==> src/mbox_port_pkg.sv <==
// package: constants, carrier structs and decode helpers for the four-port address and mailbox logic
// Functional notes
// - counter readback low drives counter onto address
// - counter readback wins over mask readback
// - readbacks ignore the chip enables
// - readback with chip enabled floats data lines
// - readback valid after one idle cycle
// - mask readback low drives mask onto address
// - wrap flag low one cycle on wrap
// - top four locations are the mailboxes
// - other port write asserts mailbox interrupt
// - owner read of mailbox releases interrupt
// - counter load takes address pins
// - counter increment advances by one
// - mask load from address, beats counter load
// - counter clear zeroes counter, below master reset
package mbox_port_pkg;

  localparam int ADDR_W    = 16;
  localparam int DATA_W    = 18;
  localparam int NUM_PORTS = 4;

  // register byte addresses on the AXI4-Lite slave
  localparam logic [7:0] OFF_STATUS   = 8'h00;
  localparam logic [7:0] OFF_IRQ_MASK = 8'h04;
  localparam logic [7:0] OFF_MBOX_LVL = 8'h08;
  localparam logic [7:0] OFF_CNT_BASE = 8'h10;

  // status / mask field positions
  localparam int ST_WRAP_LSB = 0;
  localparam int ST_MBOX_LSB = 4;
  localparam int ST_W        = 8;

  // values after reset
  localparam logic [ST_W-1:0]   IRQ_MASK_RST = 8'h00;
  localparam logic [ADDR_W-1:0] MASK_RST     = 16'hFFFF;
  localparam logic [ADDR_W-1:0] CNT_RST      = 16'h0000;

  // readback pipeline: request edge, one idle cycle, then the value
  localparam int RB_IDLE_CYCLES = 1;

  localparam logic [1:0] RESP_OKAY   = 2'h0;
  localparam logic [1:0] RESP_SLVERR = 2'h2;

  typedef enum logic [1:0] {
    RB_NONE = 2'b00,
    RB_CNT  = 2'b01,
    RB_MASK = 2'b10
  } rb_sel_e;

  // pins arriving at one port
  typedef struct packed {
    logic [ADDR_W-1:0] addr_in;
    logic [DATA_W-1:0] io_in;
    logic              chip_select_low_active;
    logic              chip_select_high_active;
    logic              rw_n;
    logic              oe_n;
    logic              counter_load_n;
    logic              counter_increment_n;
    logic              mask_load_n;
    logic              counter_clear_n;
    logic              counter_readback_n;
    logic              mask_readback_n;
  } port_in_s;

  // pins leaving one port
  typedef struct packed {
    logic [ADDR_W-1:0] addr_out;
    logic              addr_oe;
    logic [DATA_W-1:0] io_out;
    logic              io_oe;
    logic              counter_wrap_flag_n;
    logic              mailbox_int_n;
  } port_out_s;

  // mailbox location of a port: the four top addresses, port index 0 lowest
  function automatic logic [ADDR_W-1:0] mbox_addr(input int unsigned port);
    mbox_addr = {{(ADDR_W-2){1'b1}}, port[1:0]};
  endfunction : mbox_addr

  // both chip enables in their active states
  function automatic logic chip_on(input port_in_s p);
    chip_on = ~p.chip_select_low_active & p.chip_select_high_active;
  endfunction : chip_on

endpackage : mbox_port_pkg

==> src/port_addr_unit.sv <==
// port address unit: burst counter, mask register, readback and wrap flag
`timescale 1ns/100ps
module port_addr_unit
  import mbox_port_pkg::*;
#(
  parameter int AW = ADDR_W
) (
  input  wire logic          aclk,
  input  wire logic          aresetn,
  input  wire logic          ce,
  input  wire logic          master_reset_n,
  input  wire port_in_s      pin,
  output logic [AW-1:0]      cur_addr,
  output logic [AW-1:0]      rb_addr,
  output logic               rb_oe,
  output logic               rb_active,
  output logic               counter_wrap_flag_n,
  output logic               wrap_pulse
);

  logic [AW-1:0] cnt_ff;
  logic [AW-1:0] mask_ff;
  logic [AW-1:0] nxt_cnt;
  logic [AW-1:0] nxt_mask;
  logic [AW-1:0] rb_addr_ff;
  logic          rb_oe_ff;
  logic          wrap_ff;
  rb_sel_e       rb_req_ff;
  rb_sel_e       rb_req;
  logic [AW-1:0] cnt_inc;
  logic          wrap_now;

  // counter readback outranks mask readback, chip enables not consulted
  assign rb_req = !pin.counter_readback_n ? RB_CNT :
                  !pin.mask_readback_n    ? RB_MASK : RB_NONE;
  assign rb_active = (rb_req != RB_NONE) || (rb_req_ff != RB_NONE);

  // only masked bits count, so the burst wraps inside the mask window
  assign cnt_inc  = (cnt_ff & ~mask_ff) | ((cnt_ff + 1'b1) & mask_ff);
  assign wrap_now = !pin.counter_increment_n && ((cnt_ff & mask_ff) == mask_ff);

  // priority: master reset, clear, mask load, counter load, increment
  assign nxt_cnt  = !master_reset_n          ? CNT_RST[AW-1:0] :
                    !pin.counter_clear_n     ? CNT_RST[AW-1:0] :
                    !pin.mask_load_n         ? cnt_ff :
                    !pin.counter_load_n      ? pin.addr_in[AW-1:0] :
                    !pin.counter_increment_n ? cnt_inc : cnt_ff;
  assign nxt_mask = !master_reset_n          ? MASK_RST[AW-1:0] :
                    !pin.counter_clear_n     ? mask_ff :
                    !pin.mask_load_n         ? pin.addr_in[AW-1:0] : mask_ff;

  // counter and mask registers
  always_ff @(posedge aclk) begin
    if (!aresetn) begin
      cnt_ff  <= CNT_RST[AW-1:0];
      mask_ff <= MASK_RST[AW-1:0];
    end else if (ce) begin
      cnt_ff  <= nxt_cnt;
      mask_ff <= nxt_mask;
    end
  end

  // wrap flag: one registered low cycle after the wrapping edge
  always_ff @(posedge aclk) begin
    if (!aresetn) begin
      wrap_ff <= 1'b0;
    end else if (ce) begin
      wrap_ff <= wrap_now && master_reset_n && pin.counter_clear_n
                 && pin.mask_load_n && pin.counter_load_n;
    end
  end

  // readback: request edge, idle cycle, then value from the next edge
  always_ff @(posedge aclk) begin
    if (!aresetn) begin
      rb_req_ff  <= RB_NONE;
      rb_oe_ff   <= 1'b0;
      rb_addr_ff <= CNT_RST[AW-1:0];
    end else if (ce) begin
      rb_req_ff  <= rb_req;
      rb_oe_ff   <= (rb_req_ff != RB_NONE) && (rb_req != RB_NONE);
      rb_addr_ff <= (rb_req_ff == RB_CNT) ? cnt_ff : mask_ff;
    end
  end

  assign cur_addr            = cnt_ff;
  assign rb_addr             = rb_addr_ff;
  assign rb_oe               = rb_oe_ff;
  assign counter_wrap_flag_n = ~wrap_ff;
  assign wrap_pulse          = wrap_ff;

endmodule : port_addr_unit

==> src/mbox_port_top.sv <==
// top: four port address units, mailbox flags and AXI4-Lite status registers
`timescale 1ns/100ps
module mbox_port_top
  import mbox_port_pkg::*;
#(
  parameter int NP = NUM_PORTS,
  parameter int AW = ADDR_W,
  parameter int DW = DATA_W
) (
  input  wire logic                 aclk,
  input  wire logic                 aresetn,
  input  wire logic                 ce,
  input  wire logic                 master_reset_n,
  input  wire port_in_s  [NP-1:0]   port_in,
  output port_out_s      [NP-1:0]   port_out,
  output logic                      irq,
  input  wire logic [7:0]           s_axi_awaddr,
  input  wire logic                 s_axi_awvalid,
  output logic                      s_axi_awready,
  input  wire logic [31:0]          s_axi_wdata,
  input  wire logic [3:0]           s_axi_wstrb,
  input  wire logic                 s_axi_wvalid,
  output logic                      s_axi_wready,
  output logic [1:0]                s_axi_bresp,
  output logic                      s_axi_bvalid,
  input  wire logic                 s_axi_bready,
  input  wire logic [7:0]           s_axi_araddr,
  input  wire logic                 s_axi_arvalid,
  output logic                      s_axi_arready,
  output logic [31:0]               s_axi_rdata,
  output logic [1:0]                s_axi_rresp,
  output logic                      s_axi_rvalid,
  input  wire logic                 s_axi_rready
);

  logic [AW-1:0]   cur_addr  [NP];
  logic [AW-1:0]   rb_addr   [NP];
  logic [NP-1:0]   rb_oe;
  logic [NP-1:0]   rb_active;
  logic [NP-1:0]   wrap_n;
  logic [NP-1:0]   wrap_pulse;
  logic [NP-1:0]   acc_on;
  logic [NP-1:0]   wr_hit    [NP];
  logic [NP-1:0]   own_rd;
  logic [NP-1:0]   other_wr;
  logic [NP-1:0]   any_wr;
  logic [DW-1:0]   wr_data   [NP];
  logic [DW-1:0]   mbox_ff   [NP];
  logic [NP-1:0]   int_ff;
  logic [NP-1:0]   nxt_int;
  logic [DW-1:0]   rd_data_ff [NP];
  logic [NP-1:0]   rd_ff;
  logic [ST_W-1:0] status_ff;
  logic [ST_W-1:0] mask_ff;
  logic [ST_W-1:0] events;
  logic [ST_W-1:0] st_clr;

  // per-port address units and mailbox decode
  genvar gp;
  genvar gq;
  generate
    for (gp = 0; gp < NP; gp++) begin : g_port
      port_addr_unit #(.AW(AW)) u_addr (
        .aclk                (aclk),
        .aresetn             (aresetn),
        .ce                  (ce),
        .master_reset_n      (master_reset_n),
        .pin                 (port_in[gp]),
        .cur_addr            (cur_addr[gp]),
        .rb_addr             (rb_addr[gp]),
        .rb_oe               (rb_oe[gp]),
        .rb_active           (rb_active[gp]),
        .counter_wrap_flag_n (wrap_n[gp]),
        .wrap_pulse          (wrap_pulse[gp])
      );

      // an array access needs the chip selected and no readback under way
      assign acc_on[gp] = chip_on(port_in[gp]) && !rb_active[gp];
      assign own_rd[gp] = acc_on[gp] && port_in[gp].rw_n
                          && (cur_addr[gp] == mbox_addr(gp));

      // wr_hit[target][writer]: writer port stores into target's mailbox
      for (gq = 0; gq < NP; gq++) begin : g_wr
        assign wr_hit[gp][gq] = acc_on[gq] && !port_in[gq].rw_n
                                && (cur_addr[gq] == mbox_addr(gp));
      end

      assign other_wr[gp] = |(wr_hit[gp] & ~(NP'(1) << gp));
      assign any_wr[gp]   = |wr_hit[gp];
      // set wins over the owner's clear in the same cycle
      assign nxt_int[gp]  = other_wr[gp] | (int_ff[gp] & ~own_rd[gp]);

      // data lines float during readback when the chip is selected
      assign port_out[gp].addr_out            = rb_addr[gp];
      assign port_out[gp].addr_oe             = rb_oe[gp];
      assign port_out[gp].io_out              = rd_data_ff[gp];
      assign port_out[gp].io_oe               = rd_ff[gp] && !port_in[gp].oe_n
                                                && !(rb_active[gp] && chip_on(port_in[gp]));
      assign port_out[gp].counter_wrap_flag_n = wrap_n[gp];
      assign port_out[gp].mailbox_int_n       = ~int_ff[gp];

      assign events[ST_WRAP_LSB+gp] = wrap_pulse[gp];
      assign events[ST_MBOX_LSB+gp] = other_wr[gp];
    end
  endgenerate

  // lowest-numbered writer wins when two ports collide on one mailbox
  always_comb begin
    for (int t = 0; t < NP; t++) begin
      wr_data[t] = '0;
      for (int w = NP-1; w >= 0; w--) begin
        if (wr_hit[t][w]) begin
          wr_data[t] = port_in[w].io_in;
        end
      end
    end
  end

  // mailbox storage, interrupt flags and read data
  always_ff @(posedge aclk) begin
    if (!aresetn) begin
      int_ff <= '0;
      rd_ff  <= '0;
      for (int i = 0; i < NP; i++) begin
        mbox_ff[i]    <= '0;
        rd_data_ff[i] <= '0;
      end
    end else if (ce) begin
      int_ff <= master_reset_n ? nxt_int : '0;
      rd_ff  <= '0;
      for (int i = 0; i < NP; i++) begin
        if (any_wr[i]) begin
          mbox_ff[i] <= wr_data[i];
        end
        // a port may read any mailbox; only its own read clears its flag
        for (int j = 0; j < NP; j++) begin
          if (acc_on[i] && port_in[i].rw_n && cur_addr[i] == mbox_addr(j)) begin
            rd_ff[i]      <= 1'b1;
            rd_data_ff[i] <= mbox_ff[j];
          end
        end
      end
    end
  end

  // AXI4-Lite slave
  logic        aw_got_ff;
  logic        wstrb0_ff;
  logic        w_got_ff;
  logic [7:0]  awaddr_ff;
  logic [31:0] wdata_ff;
  logic        wr_go;
  logic        rd_go;
  logic        st_rd;
  logic [31:0] rd_mux;
  logic [1:0]  rd_resp;
  logic        cnt_hit;
  logic [1:0]  cnt_idx;

  assign s_axi_awready = ce && !aw_got_ff && !s_axi_bvalid;
  assign s_axi_wready  = ce && !w_got_ff && !s_axi_bvalid;
  assign s_axi_arready = ce && !s_axi_rvalid;
  assign wr_go = aw_got_ff && w_got_ff && !s_axi_bvalid;
  assign rd_go = s_axi_arvalid && s_axi_arready;

  // read decode; counter words sit one per port above the base
  assign cnt_idx = s_axi_araddr[3:2];
  assign cnt_hit = (s_axi_araddr[7:4] == OFF_CNT_BASE[7:4]) && (32'(cnt_idx) < NP);
  assign st_rd   = rd_go && (s_axi_araddr == OFF_STATUS);
  assign rd_mux  = (s_axi_araddr == OFF_STATUS)   ? 32'(status_ff) :
                   (s_axi_araddr == OFF_IRQ_MASK) ? 32'(mask_ff) :
                   (s_axi_araddr == OFF_MBOX_LVL) ? 32'(int_ff) :
                   cnt_hit                        ? 32'(cur_addr[cnt_idx]) : 32'h0000_0000;
  assign rd_resp = ((s_axi_araddr == OFF_STATUS) || (s_axi_araddr == OFF_IRQ_MASK)
                    || (s_axi_araddr == OFF_MBOX_LVL) || cnt_hit) ? RESP_OKAY : RESP_SLVERR;

  // read of status clears it, but a same-cycle event still lands
  assign st_clr = st_rd ? status_ff : '0;

  // write channel capture and response
  always_ff @(posedge aclk) begin
    if (!aresetn) begin
      aw_got_ff    <= 1'b0;
      w_got_ff     <= 1'b0;
      awaddr_ff    <= 8'h00;
      wdata_ff     <= 32'h0000_0000;
      s_axi_bvalid <= 1'b0;
      s_axi_bresp  <= RESP_OKAY;
    end else if (ce) begin
      if (s_axi_awvalid && s_axi_awready) begin
        aw_got_ff <= 1'b1;
        awaddr_ff <= s_axi_awaddr;
      end
      if (s_axi_wvalid && s_axi_wready) begin
        w_got_ff <= 1'b1;
        wdata_ff <= s_axi_wdata;
      end
      if (wr_go) begin
        aw_got_ff    <= 1'b0;
        w_got_ff     <= 1'b0;
        s_axi_bvalid <= 1'b1;
        s_axi_bresp  <= (awaddr_ff == OFF_IRQ_MASK) ? RESP_OKAY : RESP_SLVERR;
      end else if (s_axi_bready) begin
        s_axi_bvalid <= 1'b0;
      end
    end
  end

  // read channel
  always_ff @(posedge aclk) begin
    if (!aresetn) begin
      s_axi_rvalid <= 1'b0;
      s_axi_rdata  <= 32'h0000_0000;
      s_axi_rresp  <= RESP_OKAY;
    end else if (ce) begin
      if (rd_go) begin
        s_axi_rvalid <= 1'b1;
        s_axi_rdata  <= rd_mux;
        s_axi_rresp  <= rd_resp;
      end else if (s_axi_rready) begin
        s_axi_rvalid <= 1'b0;
      end
    end
  end

  // sticky status and interrupt mask; only byte lane 0 is meaningful
  always_ff @(posedge aclk) begin
    if (!aresetn) begin
      status_ff <= '0;
      mask_ff   <= IRQ_MASK_RST;
    end else if (ce) begin
      status_ff <= (status_ff & ~st_clr) | events;
      if (wr_go && awaddr_ff == OFF_IRQ_MASK && wstrb0_ff) begin
        mask_ff <= wdata_ff[ST_W-1:0];
      end
    end
  end

  // lane 0 strobe kept with the captured data, since aw and w may arrive apart
  always_ff @(posedge aclk) begin
    if (!aresetn) begin
      wstrb0_ff <= 1'b0;
    end else if (ce && s_axi_wvalid && s_axi_wready) begin
      wstrb0_ff <= s_axi_wstrb[0];
    end
  end

  assign irq = |(status_ff & mask_ff);

endmodule : mbox_port_top

==> config.mk <==
export PLATFORM = sky130hd
export DESIGN_NAME = mbox_port_top
export DESIGN_NICKNAME = d
export VERILOG_FILES = /design/src/mbox_port_pkg.sv /design/src/port_addr_unit.sv /design/src/mbox_port_top.sv
export SDC_FILE = /design/constraint.sdc
export NUM_CORES = 1
export LEC_CHECK = 0
export ABC_AREA = 1
export BUFFER_PORTS_ARGS = -buffer_cell sky130_fd_sc_hd__buf_2
export CORE_UTILIZATION = 40
export CTS_CLUSTER_DIAMETER = 80
export DETAILED_ROUTE_END_ITERATION = 16
export PLACE_DENSITY = 0.64
export SETUP_SLACK_MARGIN = 0.05
export SYNTH_ARGS = -nofsm -noshare
export SYNTH_HDL_FRONTEND = slang
export SYNTH_SLANG_ARGS = --single-unit
==> constraint.sdc <==
create_clock -name aclk -period 2.7 [get_ports aclk]
set_clock_uncertainty 0.05 [all_clocks]
set_input_delay 0.27 -clock aclk [delete_from_list [all_inputs] [get_ports aclk]]
set_output_delay 0.27 -clock aclk [all_outputs]
set_load 0.03 [all_outputs]
==> results of run 1 <==
[cell type report]
class / count / area share [%]
clock buffers: 55 / 3.974
flip-flops and latches: 415 / 31.06
multi-input cells: 2770 / 41.74
repair buffers: 630 / 13.13
well taps: 846 / 3.372
inverters: 462 / 5.552
diodes: 3 / 0.02391
clock inverters: 32 / 1.144
[through the flow]
stage / total power (W) / instances / hold WS (ns) / setup WS (ns)
floorplan: 0.008173 / 3893 / 0.3141 / 0.09835
global placement: 0.009004 / 5027 / 0.3862 / 0.2326
detailed placement: 0.009018 / 5027 / 0.3875 / 0.1923
CTS: 0.01573 / 5207 / 0.01840 / 0.1607
global route: 0.01620 / 5213 / 0.07467 / 0.03380
finish: 0.01571 / 5213 / 0.03933 / 0.05625
[power by group through the flow]
stage | clock network [W] | logic, W | registers (W)
after floorplan | 0 | 0.000861 | 0.00731
final | 0.00668 | 0.00207 | 0.00696
after detailed placement | 0 | 0.00193 | 0.00709
after CTS | 0.00674 | 0.00204 | 0.00695
after global placement | 0 | 0.00192 | 0.00708
after global routing | 0.00699 | 0.00223 | 0.00699
[tightest hold or removal path: stages]
cell and delay [ns]:
sky130_fd_sc_hd__buf_2 0.11, sky130_fd_sc_hd__nand2_1 0.08, sky130_fd_sc_hd__a211oi_1 0.05, sky130_fd_sc_hd__nand3_1 0.08, sky130_fd_sc_hd__o22ai_1 0.06
[final timing paths]
path / cells past startpoint / start / endpoint
max: 11 / g_port[2].u_addr.cur_addr[0] / mbox_ff[3][17]
min: 5 / port_in[2] / g_port[0].u_addr.wrap_pulse
max reg2reg: 11 / g_port[2].u_addr.cur_addr[0] / mbox_ff[3][17]
min reg2reg: 2 / g_port[1].u_addr.rb_addr[8] / g_port[1].u_addr.rb_addr[8]
[logic make-up (layout without fill, tap and decap cells)]
kind of cell    Yosys count  in the layout  share of synthesized area [%]
xor+xnor                  5              5                         0.1702
fa+ha+maj                20             20                         0.9726
simple gates           1948           1949                          32.65
other cells               1             21                        0.01458
compound gates          778            778                          16.57
buf+inv                 709           1179                          11.73
flops                   415            415                          37.89
[flip-flops by register name, indices dropped and copies added (netlist names), 8 cells and up]
name,count
status_ff,8
g_port.u_addr.rb_addr,64
g_port.u_addr.rb_req_ff,8
awaddr_ff,8
g_port.u_addr.mask_ff,64
rd_data_ff,72
g_port.u_addr.cur_addr,64
s_axi_rdata,16
mask_ff,8
wdata_ff,8
mbox_ff,72
[layer usage]
metal	vias up	global-route usage (%)	part of all wire, %
met4	16	9.498	3.2
li1	13660	-	-
met1	12840	43.69	44
met3	196	7.110	11
met2	1535	44.70	42
met5	-	0	0.095
[timing repair]
action / 4_1_cts / 5_1_grt
endpoints found under the setup margin: 0 / 84
buffers inserted: 0 / 2
hold buffers: 93 / 0
hold endpoints to repair: 122 / 0
resized for setup: 0 / 14
[cell usage in the layout, fill, tap and decap left out, types with 32 or more instances in the layout]
| master | n |
|---|---|
| sky130_fd_sc_hd__nand4_1 | 85 |
| sky130_fd_sc_hd__o22ai_1 | 56 |
| sky130_fd_sc_hd__edfxtp_1 | 144 |
| sky130_fd_sc_hd__nand3_1 | 372 |
| sky130_fd_sc_hd__a21oi_1 | 200 |
| sky130_fd_sc_hd__nor3_1 | 32 |
| sky130_fd_sc_hd__nor2_1 | 449 |
| sky130_fd_sc_hd__buf_4 | 142 |
| sky130_fd_sc_hd__o21ai_0 | 404 |
| sky130_fd_sc_hd__dlygate4sd3_1 | 93 |
| sky130_fd_sc_hd__inv_1 | 449 |
| sky130_fd_sc_hd__buf_2 | 384 |
| sky130_fd_sc_hd__clkbuf_16 | 48 |
| sky130_fd_sc_hd__nand2_1 | 927 |
| sky130_fd_sc_hd__o211ai_1 | 59 |
| sky130_fd_sc_hd__dfxtp_1 | 270 |
==> results.md, run 1 <==
* Number of warnings issued by yosys at 0
* Portion of total power attributed to sequential cells at 44.3%
* Rel. slew slack at 42.22%
* Nature of the critical path startpoint: flop
* TritonCTS clock tree: yes
* Post-layout minimum cycle time at 2.644 ns
* Starting utilization of the core area at 40.64%
* Setup slack, reg-to-reg at 0.06 ns
* Top flip-flop cell by instance count after synthesis: sky130_fd_sc_hd__dfxtp_1
* Number of buffers and inverters on the critical path at 2
* Die Height at 255.6 um
* Skew-Pair Late Insertion Delay at 0.61 ns
* Element type at the critical path end: flop
* Synth-to-layout area growth at 22.01%
* Maximum number of pins on one net before global-route repair at 75
* Internal cell power at 0.01122 W
* Proportion of synthesized chip area in sequential cells at 37.89%
* Wire length after detailed routing at 103,900 um
* Per-cell via count in the routed design at 5.418
* Hold Vio Cnt, Final at 0
* Global-route wire length before repair at 155,500 um
* Final Max Slew Viols at 0
* Combined global-route utilization of all metal layers at 30.41%
* Standard cell area after detailed placement at 0.02877 mm^2
* Row cnt at 92
* Vias in the first global route at 25,310
* Outcome: finished clean
* Synthesized area divided by synthesized cell count at 6.638 um^2
* Number of search-and-repair iterations in the first detailed-routing pass at 6
* Clock transition at the register clock pins on the worst setup and hold paths after CTS at 0.06 ns
* Critical Path AT at 2.92 ns
* Total global routing overflow at 0
* Residual DRC count at 0
* Required time at the worst-slack endpoint at 2.97 ns
* Maximum number of buffers from clock root to sink at 3
* EDFF count, synth at 144
* Peak ir drop on the vdd network at 0.0004532 V
* Via count at 28,240
* Post-layout util at 49.58%
* Mean routed wirelength per cell at 19.93 um
* Total net switching power at 0.004495 W
* Boundary Pins at 431
* Area share of the largest cell type after synthesis at 21.09%
* Number of nets in the layout at 4,583
* Initial DRC Count at 3,115
* Switching power share of the total at 28.61%
* Post-synthesis instance area at 0.02573 mm^2
* Most area-consuming cells after synthesis: sky130_fd_sc_hd__dfxtp_1, sky130_fd_sc_hd__edfxtp_1, sky130_fd_sc_hd__nand2_1
* CP max stage delay at 0.50 ns
* Cell type with the highest aggregate area in the netlist: sky130_fd_sc_hd__dfxtp_1
* Slew @ Worst Pin at 0.8668 ns
* Number of distinct library cell variants in the gate-level netlist after synthesis at 51
* Setup repair after global routing missed its margin: yes
* Critical path class: flop to flop
* Number of CTS-inserted buffers at 47
* Final number of setup-violating endpoints at 0
* Clock H-tree levels at 2
* Setup TNS at 0 ns
* Initial antenna violation count at 11
* Register Area at 0.009751 mm^2
* Power density over the cells at 500.4 mW/mm^2
* Library cell contributing the largest single delay on the critical path: sky130_fd_sc_hd__dfxtp_1
* Final worst path period share at 97.92%
* Count of clock tree sinks at 415
* Delay-heaviest family, CP: simple AND/OR/NAND/NOR gates
* RePlAce Congestion at 0.9950
* Root cell of the clock tree: sky130_fd_sc_hd__clkbuf_16
* Half-perimeter wire length after detailed placement at 78,460 um
* Footprint of the multi-input gates at 0.01310 mm^2
* Part of the power in combinational logic at 13.2%
* Hold/Removal Path Class: input pin to flop
* Post-synthesis sequential element count at 415
* Area of the core at 0.06331 mm^2
* Critical path peak fanout at 17
* Count of port buffers added during placement at 385
* Static Leak at 13.45 nW
* Commonest cells in the netlist: sky130_fd_sc_hd__nand2_1, sky130_fd_sc_hd__nor2_1, sky130_fd_sc_hd__inv_1, sky130_fd_sc_hd__o21ai_0, sky130_fd_sc_hd__nand3_1
* Max-capacitance violation count at 0
* Most frequent cell after synthesis: sky130_fd_sc_hd__nand2_1
* Post-route cell area at 0.03139 mm^2
* Remaining antenna violation count at 0
* Die outline width at 255.6 um
* Post-Synthesis Cells at 3,876
* Number of filler cells placed in the layout at 6,432
* Top achievable clock speed at 0.3783 GHz
* Crit path cell chain: ha_1, inv_1, nor2_2, nand2_2, nor2_4, nand2_2, nand2_2, buf_12, nor2_1, nor2_1, nor2_1
* Floorplan die area at 0.06534 mm^2
* Asr flop ratio synth at 0%
* Share of post-route cells with drive strength above 1 at 16.06%
* Clock network fraction of total power at 42.5%
Note: power is estimated with default switching activity, not from simulation.
==> run 2, diff against run 1 <==
CORE_MARGIN = 2   (was not set)
SETUP_SLACK_MARGIN = 0.1   (was 0.05)
==> results.md, run 2 (synthesis gave the netlist of run 1 again) <==
* Critical Path AT at 2.88 ns
* Setup repair after global routing missed its margin: yes
* TritonCTS clock tree: yes
* Floorplan die area at 0.06637 mm^2
* Post-layout total power at 0.01565 W
* Critical path peak fanout at 26
* RePlAce Congestion at 0.9966
* Maximum number of pins on one net before global-route repair at 140
* Count of clock tree sinks at 415
* Nature of the critical path startpoint: flop
* Required time at the worst-slack endpoint at 3.04 ns
* Skew-Pair Late Insertion Delay at 0.62 ns
* Clock transition at the register clock pins on the worst setup and hold paths after CTS at 0.06 ns
* Vias in the first global route at 25,550
* Critical path class: flop to flop
* Topmost layer with routed signal wires: met5
* Wire length after detailed routing at 105,100 um
* Global-route wire length before repair at 157,100 um
* Die outline width at 257.6 um
* Top achievable clock speed at 0.3946 GHz
* Initial antenna violation count at 17
* Hold/Removal Path Class: input pin to flop
* Hold Vio Cnt, Final at 0
* Count of port buffers added during placement at 385
* Static Leak at 13.45 nW
* Slew @ Worst Pin at 1.195 ns
* Clock H-tree levels at 2
* Path length in cells of the critical path at 8
* Crit path cell chain: nor2_1, nand3_1, nor2_4, nand2_1, buf_4, nand3_1, nand3_1, a21oi_1
* Per-cell via count in the routed design at 5.447
* Delay-heaviest family, CP: simple AND/OR/NAND/NOR gates
* Residual DRC count at 0
* WHS Path Cells at 4
* Via count at 28,410
* Number of CTS-inserted buffers at 46
* Largest registers in the final layout: mbox_ff: 72 flops, rd_data_ff: 72 flops
* Most used cell, CP: sky130_fd_sc_hd__nand3_1
* Hold WS at 0.03017 ns
* Mean routed wirelength per cell at 20.16 um
* Share of post-route cells with drive strength above 1 at 15.86%
* Setup TNS at 0 ns
* Final number of setup-violating endpoints at 0
* Die Height at 257.6 um
* Max-capacitance violation count at 0
* Element type at the critical path end: flop
* Power density over the cells at 496.5 mW/mm^2
* Number of filler cells placed in the layout at 6,479
* Outcome: finished clean
* Portion of total power attributed to sequential cells at 44.4%
* Root cell of the clock tree: sky130_fd_sc_hd__clkbuf_16
* Wire length on met1 at 45,420 um
* Post-route cell area at 0.03152 mm^2
* Total net switching power at 0.004435 W
* Area of the core at 0.06331 mm^2
* Routed wire length on met3 at 11,530 um
* Remaining antenna violation count at 0
* Clock network fraction of total power at 42.3%
* Highest-count cells in the layout ignoring fill and taps: sky130_fd_sc_hd__nand2_1, sky130_fd_sc_hd__nor2_1, sky130_fd_sc_hd__inv_1, sky130_fd_sc_hd__o21ai_0, sky130_fd_sc_hd__buf_2
* Final critical-path setup slack at 0.1658 ns
* Setup slack, reg-to-reg at 0.17 ns
* Library cell contributing the largest single delay on the critical path: sky130_fd_sc_hd__nor2_4
* Internal cell power at 0.01121 W
* Most common library cell in the layout ignoring fill and taps: sky130_fd_sc_hd__nand2_1
* Post-layout minimum cycle time at 2.534 ns
* Maximum number of buffers from clock root to sink at 3
* Combined global-route utilization of all metal layers at 30.51%
* Total global routing overflow at 0
* WL met2 at 44,230 um
* Starting utilization of the core area at 40.64%
* Boundary Pins at 431
* Part of the power in combinational logic at 13.3%
* Peak ir drop on the vdd network at 0.0004814 V
* CP max stage delay at 0.35 ns
* Number of nets in the layout at 4,583
* Switching power share of the total at 28.34%
* Number of search-and-repair iterations in the first detailed-routing pass at 6
* Initial DRC Count at 3,206
* Place WS at 0.1388 ns
* Half-perimeter wire length after detailed placement at 79,970 um
* Synth-to-layout area growth at 22.49%
* Final Max Slew Viols at 0
* Number of buffers and inverters on the critical path at 1
* Standard cell area after detailed placement at 0.02890 mm^2
* Final worst path period share at 93.86%
* Cells on worst reg2reg path at 8
* Rel. slew slack at 20.36%
* Row cnt at 92
==> run 2: area by class of cell <==
type | instances | area [um^2] | area share [%]
repair buffers | 632 | 4274 | 13.56
well taps | 846 | 1059 | 3.359
inverters | 462 | 1747 | 5.542
diodes | 7 | 17.52 | 0.05558
flip-flops and latches | 415 | 9751 | 30.94
clock buffers | 58 | 1226 | 3.891
multi-input cells | 2769 | 13100 | 41.56
clock inverters | 26 | 342.8 | 1.088
==> run 2: worst register-to-register path, delay by kind of cell, from the launching register on <==
kind / cells / cell delay, ns
buf+inv: 1 / 0.34
compound gates: 1 / 0.31
simple gates: 6 / 1.31
flops: 1 / 0.32
==> run 2: metrics by stage <==
stage,util [%],instances
finish,49.78,5215
floorplan,-,3893
CTS,49.59,5205
detailed placement,45.64,5028
global route,49.77,5214
global placement,45.64,5028
==> run 2: final timing paths <==
path	startpoint	to
max reg2reg	g_port[1].u_addr.rb_req_ff[0]	mbox_ff[0][12]
max	g_port[1].u_addr.rb_req_ff[0]	mbox_ff[0][12]
min	port_in[134]	g_port[3].u_addr.mask_ff[14]
min reg2reg	g_port[1].u_addr.rb_addr[8]	g_port[1].u_addr.rb_addr[8]
==> run 2: per-layer routing <==
layer | up-vias | GRT usage (%)
met4 | 18 | 10.21
met1 | 12920 | 44.02
met2 | 1588 | 45.02
met5 | - | 0
met3 | 233 | 6.567
li1 | 13650 | -
==> run 2: timing repair <==
action                                 in CTS  in global routing
hold buffers                               93                  0
gates resized for setup                     0                 15
buffers inserted                            0                  3
endpoints found under the hold margin     123                  0
setup endpoints to repair                   0                 93
==> run 2: power groups by stage <==
stage	Combinational (W)	Sequential, W	Clock, W
6_report	0.00208	0.00695	0.00661
3_3_place_gp	0.00193	0.00708	0
5_1_grt	0.00224	0.00698	0.00696
4_1_cts	0.00205	0.00695	0.00669
2_1_floorplan	0.000862	0.00731	0
3_5_place_dp	0.00194	0.00708	0
